--- config.mk ---
export PLATFORM = sky130hd
export DESIGN_NAME = host_packet_link
export DESIGN_NICKNAME = d
export VERILOG_FILES = /design/src/logic/host_packet_link_pkg.sv /design/src/logic/host_packet_link.sv
export VERILOG_INCLUDE_DIRS = /design/src /design/src/logic
export SDC_FILE = /design/constraint.sdc
export NUM_CORES = 1
export LEC_CHECK = 0
export BUFFER_PORTS_ARGS = -buffer_cell sky130_fd_sc_hd__clkbuf_2
export CAP_MARGIN = 10
export CORE_MARGIN = 1.5
export CORE_UTILIZATION = 28
export DETAILED_ROUTE_END_ITERATION = 12
export MAX_ROUTING_LAYER = met4
export SLEW_MARGIN = 20
export SYNTH_ARGS = -nofsm -noshare
export SYNTH_HDL_FRONTEND = slang
export SYNTH_SLANG_ARGS = --single-unit
--- constraint.sdc ---
create_clock -name mclk -period 6.3 [get_ports mclk]
set_input_delay 1.575 -clock mclk [delete_from_list [all_inputs] [get_ports mclk]]
set_output_delay 1.575 -clock mclk [all_outputs]
set_load 0.02 [all_outputs]
--- src/logic/host_packet_link_map.svh ---
// Constants for the host packet link: timing, framing and packet codes
`ifndef HOST_PACKET_LINK_MAP_SVH
`define HOST_PACKET_LINK_MAP_SVH
`define CLK_HZ        10000000
`define BAUD_FAST     115200
`define BAUD_SLOW     19200
`define DIV_FAST      ((`CLK_HZ + `BAUD_FAST / 2) / `BAUD_FAST)
`define DIV_SLOW      ((`CLK_HZ + `BAUD_SLOW / 2) / `BAUD_SLOW)
`define LAST_BIT      4'h9
`define CRC_INIT      16'hFFFF
`define CRC_POLY      16'h8408
`define CLASS_RESP    2'h1
`define CLASS_RPT     2'h2
`define CLASS_ERR     2'h3
`define CLASS_CMD     2'h0
`define RPT_KEY       8'h80
`define RPT_FAN       8'h81
`define RPT_TEMP      8'h82
`define KEY_LEN       8'h01
`define FAN_LEN       8'h04
`define TEMP_LEN      8'h03
`define REPLY_MS      250
`define FAN_MS        500
`define TEMP_MS       1000
`define CYC_PER_MS    (`CLK_HZ / 1000)
`define REPLY_CYC     (`REPLY_MS * `CYC_PER_MS)
`define FAN_CYC       (`FAN_MS * `CYC_PER_MS)
`define TEMP_CYC      (`TEMP_MS * `CYC_PER_MS)
`endif

--- src/logic/host_packet_link_pkg.sv ---
// Types for the host packet link
package host_packet_link_pkg;
   typedef enum logic [4:0] {
      P_TYPE = 5'h01, P_LEN = 5'h02, P_DATA = 5'h04, P_CRCL = 5'h08, P_CRCH = 5'h10
   } parse_type;
   typedef enum logic [5:0] {
      TX_IDLE = 6'h01, TX_TYPE = 6'h02, TX_LEN = 6'h04,
      TX_DATA = 6'h08, TX_CRCL = 6'h10, TX_CRCH = 6'h20
   } tx_state_type;
   typedef enum logic [3:0] {
      SRC_ANS = 4'h1, SRC_KEY = 4'h2, SRC_FAN = 4'h4, SRC_TEMP = 4'h8
   } src_type;
   typedef struct packed {
      logic         rx_meta;
      logic         rx_sync;
      logic         rx_busy;
      logic [9:0]   rx_cnt;
      logic [3:0]   rx_bit;
      logic [7:0]   rx_sh;
      parse_type    ps;
      logic [7:0]   p_type;
      logic [7:0]   p_len;
      logic [7:0]   p_idx;
      logic [15:0]  p_crc;
      logic [7:0]   p_rcrc;
      logic         cmd_valid;
      logic [5:0]   cmd_code;
      logic [7:0]   cmd_len;
      logic         cmd_byte_valid;
      logic [7:0]   cmd_byte;
      logic [7:0]   cmd_byte_idx;
      logic         crc_drop;
      logic         ans_taken;
      logic         ans_pend;
      logic [5:0]   ans_code;
      logic         ans_err;
      logic [7:0]   ans_len;
      logic         wait_on;
      logic [23:0]  wait_cnt;
      logic [11:0]  key_pend;
      logic [3:0]   fan_pend;
      logic [15:0]  temp_pend;
      logic [23:0]  fan_cnt;
      logic [23:0]  temp_cnt;
      tx_state_type ts;
      src_type      src;
      logic [7:0]   t_type;
      logic [7:0]   t_len;
      logic [7:0]   t_idx;
      logic [15:0]  t_crc;
      logic [3:0]   t_sel;
      logic         u_busy;
      logic [9:0]   u_sh;
      logic [9:0]   u_cnt;
      logic [3:0]   u_bit;
      logic         usb_v;
      logic [7:0]   usb_d;
   } state_type;
endpackage

--- src/logic/host_packet_link.sv ---
// Packet framer between the display module core and its host link
// Behaviour
// - Boot link 115200 baud, 8N1
// - Baud selectable to 19200, same format
// - Packet: type, count, payload, two check bytes
// - Type top bits class, low six code
// - Illegal content answered with error class packet
// - Payload count 0 to 255, exact
// - Check covers type, count and payload
// - Check low byte first, no padding
// - Each command answered within 250 ms unless a newer command arrives first and restarts the wait
// - Reports interleave freely with responses
// - USB path ignores line settings entirely
// - Key report 0x80, codes 1-12
// - Key reports only for enabled events
// - Fan report 0x81 every half second
// - Fan payload: index, tach, ticks high, low
// - Temperature report 0x82 once per second
// - Answer code equals command code
`timescale 1ns/1ps
`include "host_packet_link_map.svh"
module host_packet_link
   import host_packet_link_pkg::*;
#(
   parameter int unsigned REPLY_CYC = `REPLY_CYC,
   parameter int unsigned FAN_CYC   = `FAN_CYC,
   parameter int unsigned TEMP_CYC  = `TEMP_CYC
) (
   // Clock and reset
   input  wire logic        mclk,
   input  wire logic        rstn,
   // Serial pins and path control
   input  wire logic        rx_pin,
   output      logic        tx_pin,
   input  wire logic        usb_sel,
   input  wire logic        baud_19200,
   // USB byte stream
   input  wire logic        usb_rx_valid,
   input  wire logic [7:0]  usb_rx_data,
   output      logic        usb_tx_valid,
   output      logic [7:0]  usb_tx_data,
   input  wire logic        usb_tx_ready,
   // Received commands
   output      logic        cmd_byte_valid,
   output      logic [7:0]  cmd_byte,
   output      logic [7:0]  cmd_byte_idx,
   output      logic        cmd_valid,
   output      logic [5:0]  cmd_code,
   output      logic [7:0]  cmd_len,
   output      logic        crc_drop,
   // Answers from the core
   input  wire logic        ans_valid,
   input  wire logic        ans_error,
   input  wire logic [7:0]  ans_len,
   output      logic        ans_taken,
   output      logic [7:0]  ans_rd_idx,
   input  wire logic [7:0]  ans_rd_data,
   // Key events and masks
   input  wire logic [5:0]  key_press,
   input  wire logic [5:0]  key_release,
   input  wire logic [5:0]  press_mask,
   input  wire logic [5:0]  release_mask,
   // Fan and temperature sources
   input  wire logic [3:0]  fan_report_en,
   output      logic [1:0]  fan_sel,
   input  wire logic [7:0]  tach_edge_count,
   input  wire logic [15:0] fan_ticks,
   input  wire logic [15:0] temp_report_en,
   output      logic [3:0]  temp_sel,
   input  wire logic [15:0] temp_value
);
   state_type  s_reg;
   state_type  s_next;
   logic [9:0] div;
   logic       u_rx_v;
   logic       in_v;
   logic [7:0] in_b;
   logic       sink_free;
   logic       push;
   logic [7:0] tx_byte;
   logic [3:0] pick;

   // One byte into the reflected CRC
   function automatic logic [15:0] crc_step(input logic [15:0] c, input logic [7:0] b);
      logic [15:0] r;
      r = c ^ {8'h00, b};
      for (int i = 0; i < 8; i++) begin
         r = r[0] ? ((r >> 1) ^ `CRC_POLY) : (r >> 1);
      end
      return r;
   endfunction

   // Index of lowest set bit
   function automatic logic [3:0] first_set(input logic [15:0] v);
      logic [3:0] k;
      k = 4'h0;
      for (int i = 15; i >= 0; i--) begin
         if (v[i]) begin
            k = 4'(i);
         end
      end
      return k;
   endfunction

   // Output ports straight from state
   assign tx_pin         = s_reg.u_sh[0];
   assign usb_tx_valid   = s_reg.usb_v;
   assign usb_tx_data    = s_reg.usb_d;
   assign cmd_byte_valid = s_reg.cmd_byte_valid;
   assign cmd_byte       = s_reg.cmd_byte;
   assign cmd_byte_idx   = s_reg.cmd_byte_idx;
   assign cmd_valid      = s_reg.cmd_valid;
   assign cmd_code       = s_reg.cmd_code;
   assign cmd_len        = s_reg.cmd_len;
   assign crc_drop       = s_reg.crc_drop;
   assign ans_taken      = s_reg.ans_taken;
   assign ans_rd_idx     = s_reg.t_idx;
   assign fan_sel        = s_reg.t_sel[1:0];
   assign temp_sel       = s_reg.t_sel;

   // Bit period and outgoing byte selection
   always_comb begin
      div = baud_19200 ? 10'(`DIV_SLOW) : 10'(`DIV_FAST);
      sink_free = usb_sel ? (!s_reg.usb_v || usb_tx_ready) : !s_reg.u_busy;
      push = (s_reg.ts != TX_IDLE) && sink_free;
      tx_byte = 8'h00;
      case (s_reg.ts)
         TX_TYPE: tx_byte = s_reg.t_type;
         TX_LEN:  tx_byte = s_reg.t_len;
         TX_CRCL: tx_byte = ~s_reg.t_crc[7:0];
         TX_CRCH: tx_byte = ~s_reg.t_crc[15:8];
         TX_DATA: begin
            case (s_reg.src)
               SRC_ANS: tx_byte = ans_rd_data;
               SRC_KEY: tx_byte = {4'h0, s_reg.t_sel} + 8'h01;
               SRC_FAN: begin
                  case (s_reg.t_idx[1:0])
                     2'h0:    tx_byte = {6'h00, s_reg.t_sel[1:0]};
                     2'h1:    tx_byte = tach_edge_count;
                     2'h2:    tx_byte = fan_ticks[15:8];
                     default: tx_byte = fan_ticks[7:0];
                  endcase
               end
               default: begin
                  case (s_reg.t_idx[1:0])
                     2'h0:    tx_byte = {4'h0, s_reg.t_sel};
                     2'h1:    tx_byte = temp_value[15:8];
                     default: tx_byte = temp_value[7:0];
                  endcase
               end
            endcase
         end
         default: tx_byte = 8'h00;
      endcase
   end

   // Next state
   always_comb begin
      s_next = s_reg;
      u_rx_v = 1'b0;
      pick = 4'h0;
      s_next.cmd_valid = 1'b0;
      s_next.cmd_byte_valid = 1'b0;
      s_next.crc_drop = 1'b0;
      s_next.ans_taken = 1'b0;
      // Pin synchroniser
      s_next.rx_meta = rx_pin;
      s_next.rx_sync = s_reg.rx_meta;
      // Serial receiver, sampled mid-bit
      if (!s_reg.rx_busy) begin
         if (!s_reg.rx_sync) begin
            s_next.rx_busy = 1'b1;
            s_next.rx_cnt = div >> 1;
            s_next.rx_bit = 4'h0;
         end
      end else if (s_reg.rx_cnt == 10'h000) begin
         s_next.rx_cnt = div - 10'h001;
         s_next.rx_bit = s_reg.rx_bit + 4'h1;
         if (s_reg.rx_bit == 4'h0) begin
            s_next.rx_busy = !s_reg.rx_sync;
         end else if (s_reg.rx_bit == `LAST_BIT) begin
            s_next.rx_busy = 1'b0;
            u_rx_v = s_reg.rx_sync;
         end else begin
            s_next.rx_sh = {s_reg.rx_sync, s_reg.rx_sh[7:1]};
         end
      end else begin
         s_next.rx_cnt = s_reg.rx_cnt - 10'h001;
      end
      in_v = usb_sel ? usb_rx_valid : (u_rx_v && !usb_sel);
      in_b = usb_sel ? usb_rx_data : s_reg.rx_sh;
      // Transmit engine, answers first then reports
      if (s_reg.ts == TX_IDLE) begin
         s_next.t_idx = 8'h00;
         s_next.t_crc = `CRC_INIT;
         if (s_reg.ans_pend) begin
            s_next.ans_pend = 1'b0;
            s_next.src = SRC_ANS;
            s_next.t_type = {s_reg.ans_err ? `CLASS_ERR : `CLASS_RESP, s_reg.ans_code};
            s_next.t_len = s_reg.ans_len;
            s_next.ts = TX_TYPE;
         end else if (|s_reg.key_pend) begin
            pick = first_set({4'h0, s_reg.key_pend});
            s_next.key_pend[pick] = 1'b0;
            s_next.src = SRC_KEY;
            s_next.t_type = `RPT_KEY;
            s_next.t_len = `KEY_LEN;
            s_next.t_sel = pick;
            s_next.ts = TX_TYPE;
         end else if (|s_reg.fan_pend) begin
            pick = first_set({12'h000, s_reg.fan_pend});
            s_next.fan_pend[pick[1:0]] = 1'b0;
            s_next.src = SRC_FAN;
            s_next.t_type = `RPT_FAN;
            s_next.t_len = `FAN_LEN;
            s_next.t_sel = pick;
            s_next.ts = TX_TYPE;
         end else if (|s_reg.temp_pend) begin
            pick = first_set(s_reg.temp_pend);
            s_next.temp_pend[pick] = 1'b0;
            s_next.src = SRC_TEMP;
            s_next.t_type = `RPT_TEMP;
            s_next.t_len = `TEMP_LEN;
            s_next.t_sel = pick;
            s_next.ts = TX_TYPE;
         end
      end else if (push) begin
         if (s_reg.ts == TX_TYPE || s_reg.ts == TX_LEN || s_reg.ts == TX_DATA) begin
            s_next.t_crc = crc_step(s_reg.t_crc, tx_byte);
         end
         case (s_reg.ts)
            TX_TYPE: s_next.ts = TX_LEN;
            TX_LEN:  s_next.ts = (s_reg.t_len == 8'h00) ? TX_CRCL : TX_DATA;
            TX_DATA: begin
               s_next.t_idx = s_reg.t_idx + 8'h01;
               if (s_reg.t_idx == s_reg.t_len - 8'h01) begin
                  s_next.ts = TX_CRCL;
               end
            end
            TX_CRCL: s_next.ts = TX_CRCH;
            default: s_next.ts = TX_IDLE;
         endcase
      end
      // Byte sinks
      if (s_reg.usb_v && usb_tx_ready) begin
         s_next.usb_v = 1'b0;
      end
      if (s_reg.u_busy && s_reg.u_cnt == 10'h000) begin
         s_next.u_cnt = div - 10'h001;
         s_next.u_bit = s_reg.u_bit + 4'h1;
         s_next.u_sh = {1'b1, s_reg.u_sh[9:1]};
         s_next.u_busy = (s_reg.u_bit != `LAST_BIT);
      end else if (s_reg.u_busy) begin
         s_next.u_cnt = s_reg.u_cnt - 10'h001;
      end
      if (push && usb_sel) begin
         s_next.usb_v = 1'b1;
         s_next.usb_d = tx_byte;
      end else if (push) begin
         s_next.u_busy = 1'b1;
         s_next.u_sh = {1'b1, tx_byte, 1'b0};
         s_next.u_cnt = div - 10'h001;
         s_next.u_bit = 4'h0;
      end
      // Reply deadline, error stands in for a silent core
      if (s_reg.wait_on) begin
         if (ans_valid) begin
            s_next.wait_on = 1'b0;
            s_next.ans_pend = 1'b1;
            s_next.ans_err = ans_error;
            s_next.ans_len = ans_len;
            s_next.ans_taken = 1'b1;
         end else if (s_reg.wait_cnt == 24'(REPLY_CYC - 1)) begin
            s_next.wait_on = 1'b0;
            s_next.ans_pend = 1'b1;
            s_next.ans_err = 1'b1;
            s_next.ans_len = 8'h00;
         end else begin
            s_next.wait_cnt = s_reg.wait_cnt + 24'h000001;
         end
      end
      // Packet parser
      if (in_v) begin
         case (s_reg.ps)
            P_TYPE: begin
               s_next.p_type = in_b;
               s_next.p_crc = crc_step(`CRC_INIT, in_b);
               s_next.ps = P_LEN;
            end
            P_LEN: begin
               s_next.p_len = in_b;
               s_next.p_crc = crc_step(s_reg.p_crc, in_b);
               s_next.p_idx = 8'h00;
               s_next.ps = (in_b == 8'h00) ? P_CRCL : P_DATA;
            end
            P_DATA: begin
               s_next.p_crc = crc_step(s_reg.p_crc, in_b);
               s_next.cmd_byte_valid = 1'b1;
               s_next.cmd_byte = in_b;
               s_next.cmd_byte_idx = s_reg.p_idx;
               s_next.p_idx = s_reg.p_idx + 8'h01;
               if (s_reg.p_idx == s_reg.p_len - 8'h01) begin
                  s_next.ps = P_CRCL;
               end
            end
            P_CRCL: begin
               s_next.p_rcrc = in_b;
               s_next.ps = P_CRCH;
            end
            default: begin
               s_next.ps = P_TYPE;
               if ({in_b, s_reg.p_rcrc} != ~s_reg.p_crc) begin
                  s_next.crc_drop = 1'b1;
               end else if (s_reg.p_type[7:6] == `CLASS_CMD) begin
                  s_next.cmd_valid = 1'b1;
                  s_next.cmd_code = s_reg.p_type[5:0];
                  s_next.cmd_len = s_reg.p_len;
                  s_next.ans_code = s_reg.p_type[5:0];
                  s_next.wait_on = 1'b1;
                  s_next.wait_cnt = 24'h000000;
               end else begin
                  s_next.ans_code = s_reg.p_type[5:0];
                  s_next.ans_pend = 1'b1;
                  s_next.ans_err = 1'b1;
                  s_next.ans_len = 8'h00;
               end
            end
         endcase
      end
      // Report timers and event capture, a new event beats the clear
      s_next.key_pend = s_next.key_pend | {key_release & release_mask, key_press & press_mask};
      if (s_reg.fan_cnt == 24'(FAN_CYC - 1)) begin
         s_next.fan_cnt = 24'h000000;
         s_next.fan_pend = s_next.fan_pend | fan_report_en;
      end else begin
         s_next.fan_cnt = s_reg.fan_cnt + 24'h000001;
      end
      if (s_reg.temp_cnt == 24'(TEMP_CYC - 1)) begin
         s_next.temp_cnt = 24'h000000;
         s_next.temp_pend = s_next.temp_pend | temp_report_en;
      end else begin
         s_next.temp_cnt = s_reg.temp_cnt + 24'h000001;
      end
   end

   // State register
   always_ff @(posedge mclk) begin
      if (!rstn) begin
         s_reg <= '0;
         s_reg.rx_meta <= 1'b1;
         s_reg.rx_sync <= 1'b1;
         s_reg.ps <= P_TYPE;
         s_reg.ts <= TX_IDLE;
         s_reg.src <= SRC_ANS;
         s_reg.u_sh <= 10'h3FF;
      end else begin
         s_reg <= s_next;
      end
   end
endmodule

==> impl_metrics.prom <==
# TYPE chip_impl_metric gauge
chip_impl_metric{name="part_of_the_total_power_dissipated_in_sequential_elements",unit="%"} 40.4
chip_impl_metric{name="dr_total_vias",unit=""} 13841
chip_impl_metric{name="power.clock.fraction",unit="%"} 35.5
chip_impl_metric{name="hpwlAfterDp",unit="um"} 33100
chip_impl_metric{name="core_area",unit="mm^2"} 0.0565
chip_impl_metric{name="setup_failing_eps_final",unit=""} 0
chip_impl_metric{name="critical_path.max_fanout",unit=""} 24
chip_impl_metric{name="post_route_cell_area",unit="mm^2"} 0.0183
chip_impl_metric{name="gp_congestion",unit=""} 0.879
chip_impl_metric{name="finalNetCount",unit=""} 2136
chip_impl_metric{name="netlist.area_leader.share",unit="%"} 40.0
chip_impl_metric{name="initial_utilization",unit="%"} 28.4
chip_impl_metric{name="floorplan.die.height",unit="um"} 242
chip_impl_metric{name="post_dp_cell_area",unit="mm^2"} 0.0171
chip_impl_metric{name="worstMarginPinSlew",unit="ns"} 1.04
chip_impl_metric{name="num_antenna_cells",unit=""} 0
chip_impl_metric{name="worst-endpoint-arrival",unit="ns"} 5.22
chip_impl_metric{name="finalWirelength",unit="um"} 45500
chip_impl_metric{name="io_buffers",unit=""} 174
chip_impl_metric{name="fin_crit_sh",unit="%"} 76.2
chip_impl_info{name="tritoncts_clock_tree",value="built"} 1
chip_impl_metric{name="wire_length_of_the_first_global_routing_pass",unit="um"} 72000
chip_impl_info{name="run_status",value="finished, final reports clean"} 1
chip_impl_metric{name="achievable-frequency",unit="GHz"} 0.208
chip_impl_metric{name="dpl.cell_count",unit=""} 2717
chip_impl_metric{name="fin_setup_tns",unit="ns"} 0
chip_impl_metric{name="fin_crit",unit="ns"} 4.80
chip_impl_metric{name="drv_slew",unit=""} 0
chip_impl_info{name="synth.largest_area_cell",value="dfxtp_1"} 1
chip_impl_info{name="synth_flop_cell",value="dfxtp_1"} 1
chip_impl_metric{name="postCtsSetupRepairBufs",unit=""} 0
chip_impl_metric{name="ios",unit=""} 175
chip_impl_metric{name="p_int",unit="uW"} 4080
chip_impl_metric{name="pwr_density_cell",unit="mW/mm^2"} 333
chip_impl_metric{name="max_slew_margin",unit="%"} 30.2
chip_impl_metric{name="swShare",unit="%"} 33.1
chip_impl_metric{name="largest_reg_flops",unit=""} 264
chip_impl_info{name="rsz_0062_raised_after_global_routing",value="false"} 1
chip_impl_metric{name="floorplan.die_area",unit="mm^2"} 0.0588
chip_impl_info{name="worstSetupStartpointType",value="primary input"} 1
chip_impl_metric{name="clkSlewWorstSetupHoldPaths",unit="ns"} 0.06
chip_impl_metric{name="count_of_different_cell_masters_after_synthesis",unit=""} 89
chip_impl_metric{name="report.power.total",unit="uW"} 6100
chip_impl_metric{name="final_layout_size_suffix_gt1_share",unit="%"} 14.1
chip_impl_info{name="clock-root-buffer",value="clkbuf_16"} 1
chip_impl_metric{name="area.growth.synth_to_final",unit="%"} 14.3
chip_impl_metric{name="post_layout_nonfiller_instances",unit=""} 2780
chip_impl_metric{name="cp.required",unit="ns"} 6.72
chip_impl_metric{name="vias_per_cell",unit=""} 4.98
chip_impl_metric{name="synth_async_sr_flop_share",unit="%"} 0
chip_impl_info{name="yosys.cell_count.top_type",value="dfxtp_1"} 1
chip_impl_metric{name="yosys_warning_total",unit=""} 0
chip_impl_metric{name="switching_power",unit="uW"} 2020
chip_impl_metric{name="clock_skew",unit="ns"} 0.0314
chip_impl_metric{name="globalRouteTotalUtil",unit="%"} 15.5
chip_impl_info{name="commonest_cells_in_the_synthesized_netlist",value="dfxtp_1, nor2_1, nand2_1"} 1
chip_impl_metric{name="postCtsResizedCells",unit=""} 0
chip_impl_metric{name="detail_route.wl_per_cell",unit="um"} 16.4
chip_impl_metric{name="synth_fp_nets",unit=""} 2064
chip_impl_info{name="synth_area_leaders",value="dfxtp_1, nor2_1, xnor2_1"} 1
chip_impl_metric{name="synth_edf_count",unit=""} 0
chip_impl_metric{name="maxCapViolCount",unit=""} 0
chip_impl_metric{name="clk_latency",unit="ns"} 0.56
chip_impl_metric{name="grt_max_degree",unit=""} 125
chip_impl_metric{name="seq_area_frac_synth",unit="%"} 40.0
chip_impl_metric{name="placement_rows",unit=""} 87
chip_impl_metric{name="final.fill_count",unit=""} 5858
chip_impl_metric{name="die-width",unit="um"} 242
chip_impl_metric{name="post_synth_instance_area",unit="mm^2"} 0.0161
chip_impl_metric{name="first_global_vias",unit=""} 13355
chip_impl_metric{name="power_frac_comb",unit="%"} 24.1
chip_impl_metric{name="number_of_clock_buffers_inserted_by_tritoncts",unit=""} 38
chip_impl_info{name="setup.worst_path.end_class",value="flop"} 1
chip_impl_metric{name="cts_hold_buffers_added",unit=""} 0
chip_impl_metric{name="hold_viol_final",unit=""} 0
chip_impl_metric{name="post_route_core_utilization",unit="%"} 32.5
chip_impl_metric{name="htree_num_levels",unit=""} 2
chip_impl_metric{name="tritoncts_num_sinks",unit=""} 321
chip_impl_metric{name="worst_hold_path.num_cells",unit=""} 1
chip_impl_metric{name="grt_overflow",unit=""} 0
chip_impl_metric{name="reg2reg_depth",unit=""} 9
chip_impl_metric{name="post_synth_inst_count",unit=""} 1929
chip_impl_metric{name="detailedRoute.firstIterationViolations",unit=""} 1023
chip_impl_metric{name="dr.pass1.iters",unit=""} 5
chip_impl_metric{name="p_leak",unit="uW"} 0.00662
chip_impl_metric{name="post_synth.cell_area_avg",unit="um^2"} 8.32
chip_impl_metric{name="clock_tree.buffer_depth",unit=""} 3
chip_impl_metric{name="synth_seq_cells",unit=""} 321
chip_impl_metric{name="worst_ir_drop_vdd",unit="mV"} 0.161
chip_impl_info{name="worst-setup-path-type",value="primary input to flop"} 1
chip_impl_metric{name="ant_nets",unit=""} 0
chip_impl_metric{name="drt_drc_violations_left",unit=""} 0
chip_impl_metric{name="grt_antenna_before_repair",unit=""} 0
chip_impl_info{name="timing.hold.worst.class",value="flop to flop"} 1
path summary, 6_finish.rpt:
path	start	to	slack [ns]
worst max-delay path	usb_sel	s_reg[190]$_SDFF_PN0_	1.50
worst min-delay path	s_next[319]$_SDFF_PN1_	s_reg[319]$_SDFF_PN1_	0.40
worst max register to register	ans_rd_idx[0]$_SDFFE_PP0P_	s_reg[45]$_SDFFE_PN0P_	2.71
worst min register to register	s_next[319]$_SDFF_PN1_	s_reg[319]$_SDFF_PN1_	0.40
worst max-delay path, stage by stage:
cell      delay (ns)
clkbuf_2        0.47
mux2i_2         0.69
xnor2_1         0.20
nand4_1         0.11
nor4_1          0.89
nand2_4         0.21
or3_1           0.62
nand2_4         0.35
nor2_1          0.10
power by group through the flow:
stage	clock (uW)	combinational, uW	sequential, uW
after global routing	2320	1620	2490
after floorplan	0	1180	2390
final	2170	1470	2460
after CTS	2230	1460	2460
after detailed placement	0	1450	2500
after global placement	0	1430	2490
layout make-up:
type                            instances  area [um^2]  area share, %
Clock buffer                           53         1090           5.93
Clock inverter                         10          114          0.621
Inverter                               34          133          0.723
Multi-Input combinational cell       1420         8680           47.3
Sequential cell                       321         6430           35.0
Tap cell                              756          946           5.16
Timing Repair Buffer                  186          961           5.24
layout by cell type (no fill, tap or decap), drive strengths merged, types with 32 or more instances in the layout:
cell type,n
nor2,304
a21oi,124
nand2,189
nand3,47
xor2,69
nor3,49
a211oi,55
xnor2,108
clkbuf,227
dfxtp,321
inv,37
mux2i,43
nand4,32
o21ai,75
cell families after synthesis:
kind of cell | Yosys count | share of synthesized area [%]
multiplexers | 51 | 3.33
AO/OA/AOI/OAI | 394 | 16.0
AND/OR/NAND/NOR | 780 | 23.3
flip-flops | 321 | 40.0
XOR/XNOR | 177 | 9.84
buffers and inverters | 188 | 6.12
adder cells (fa/ha/maj) | 18 | 1.40
per-stage QoR:
stage	worst slack, ns	hold WS (ns)
CTS	1.50	0.398
global route	1.25	0.426
global placement	1.05	0.398
detailed placement	0.915	0.396
finish	1.50	0.396
floorplan	2.25	0.386
layer usage:
metal  up-vias  wire [um]  track usage [%]
met5         -          0                -
met4         0       1210             5.33
met3        78       1950             1.99
met2       323      21500             25.5
met1      6573      20900             19.4
li1       6867          -                -
Note: power is estimated with default switching activity, not from simulation.
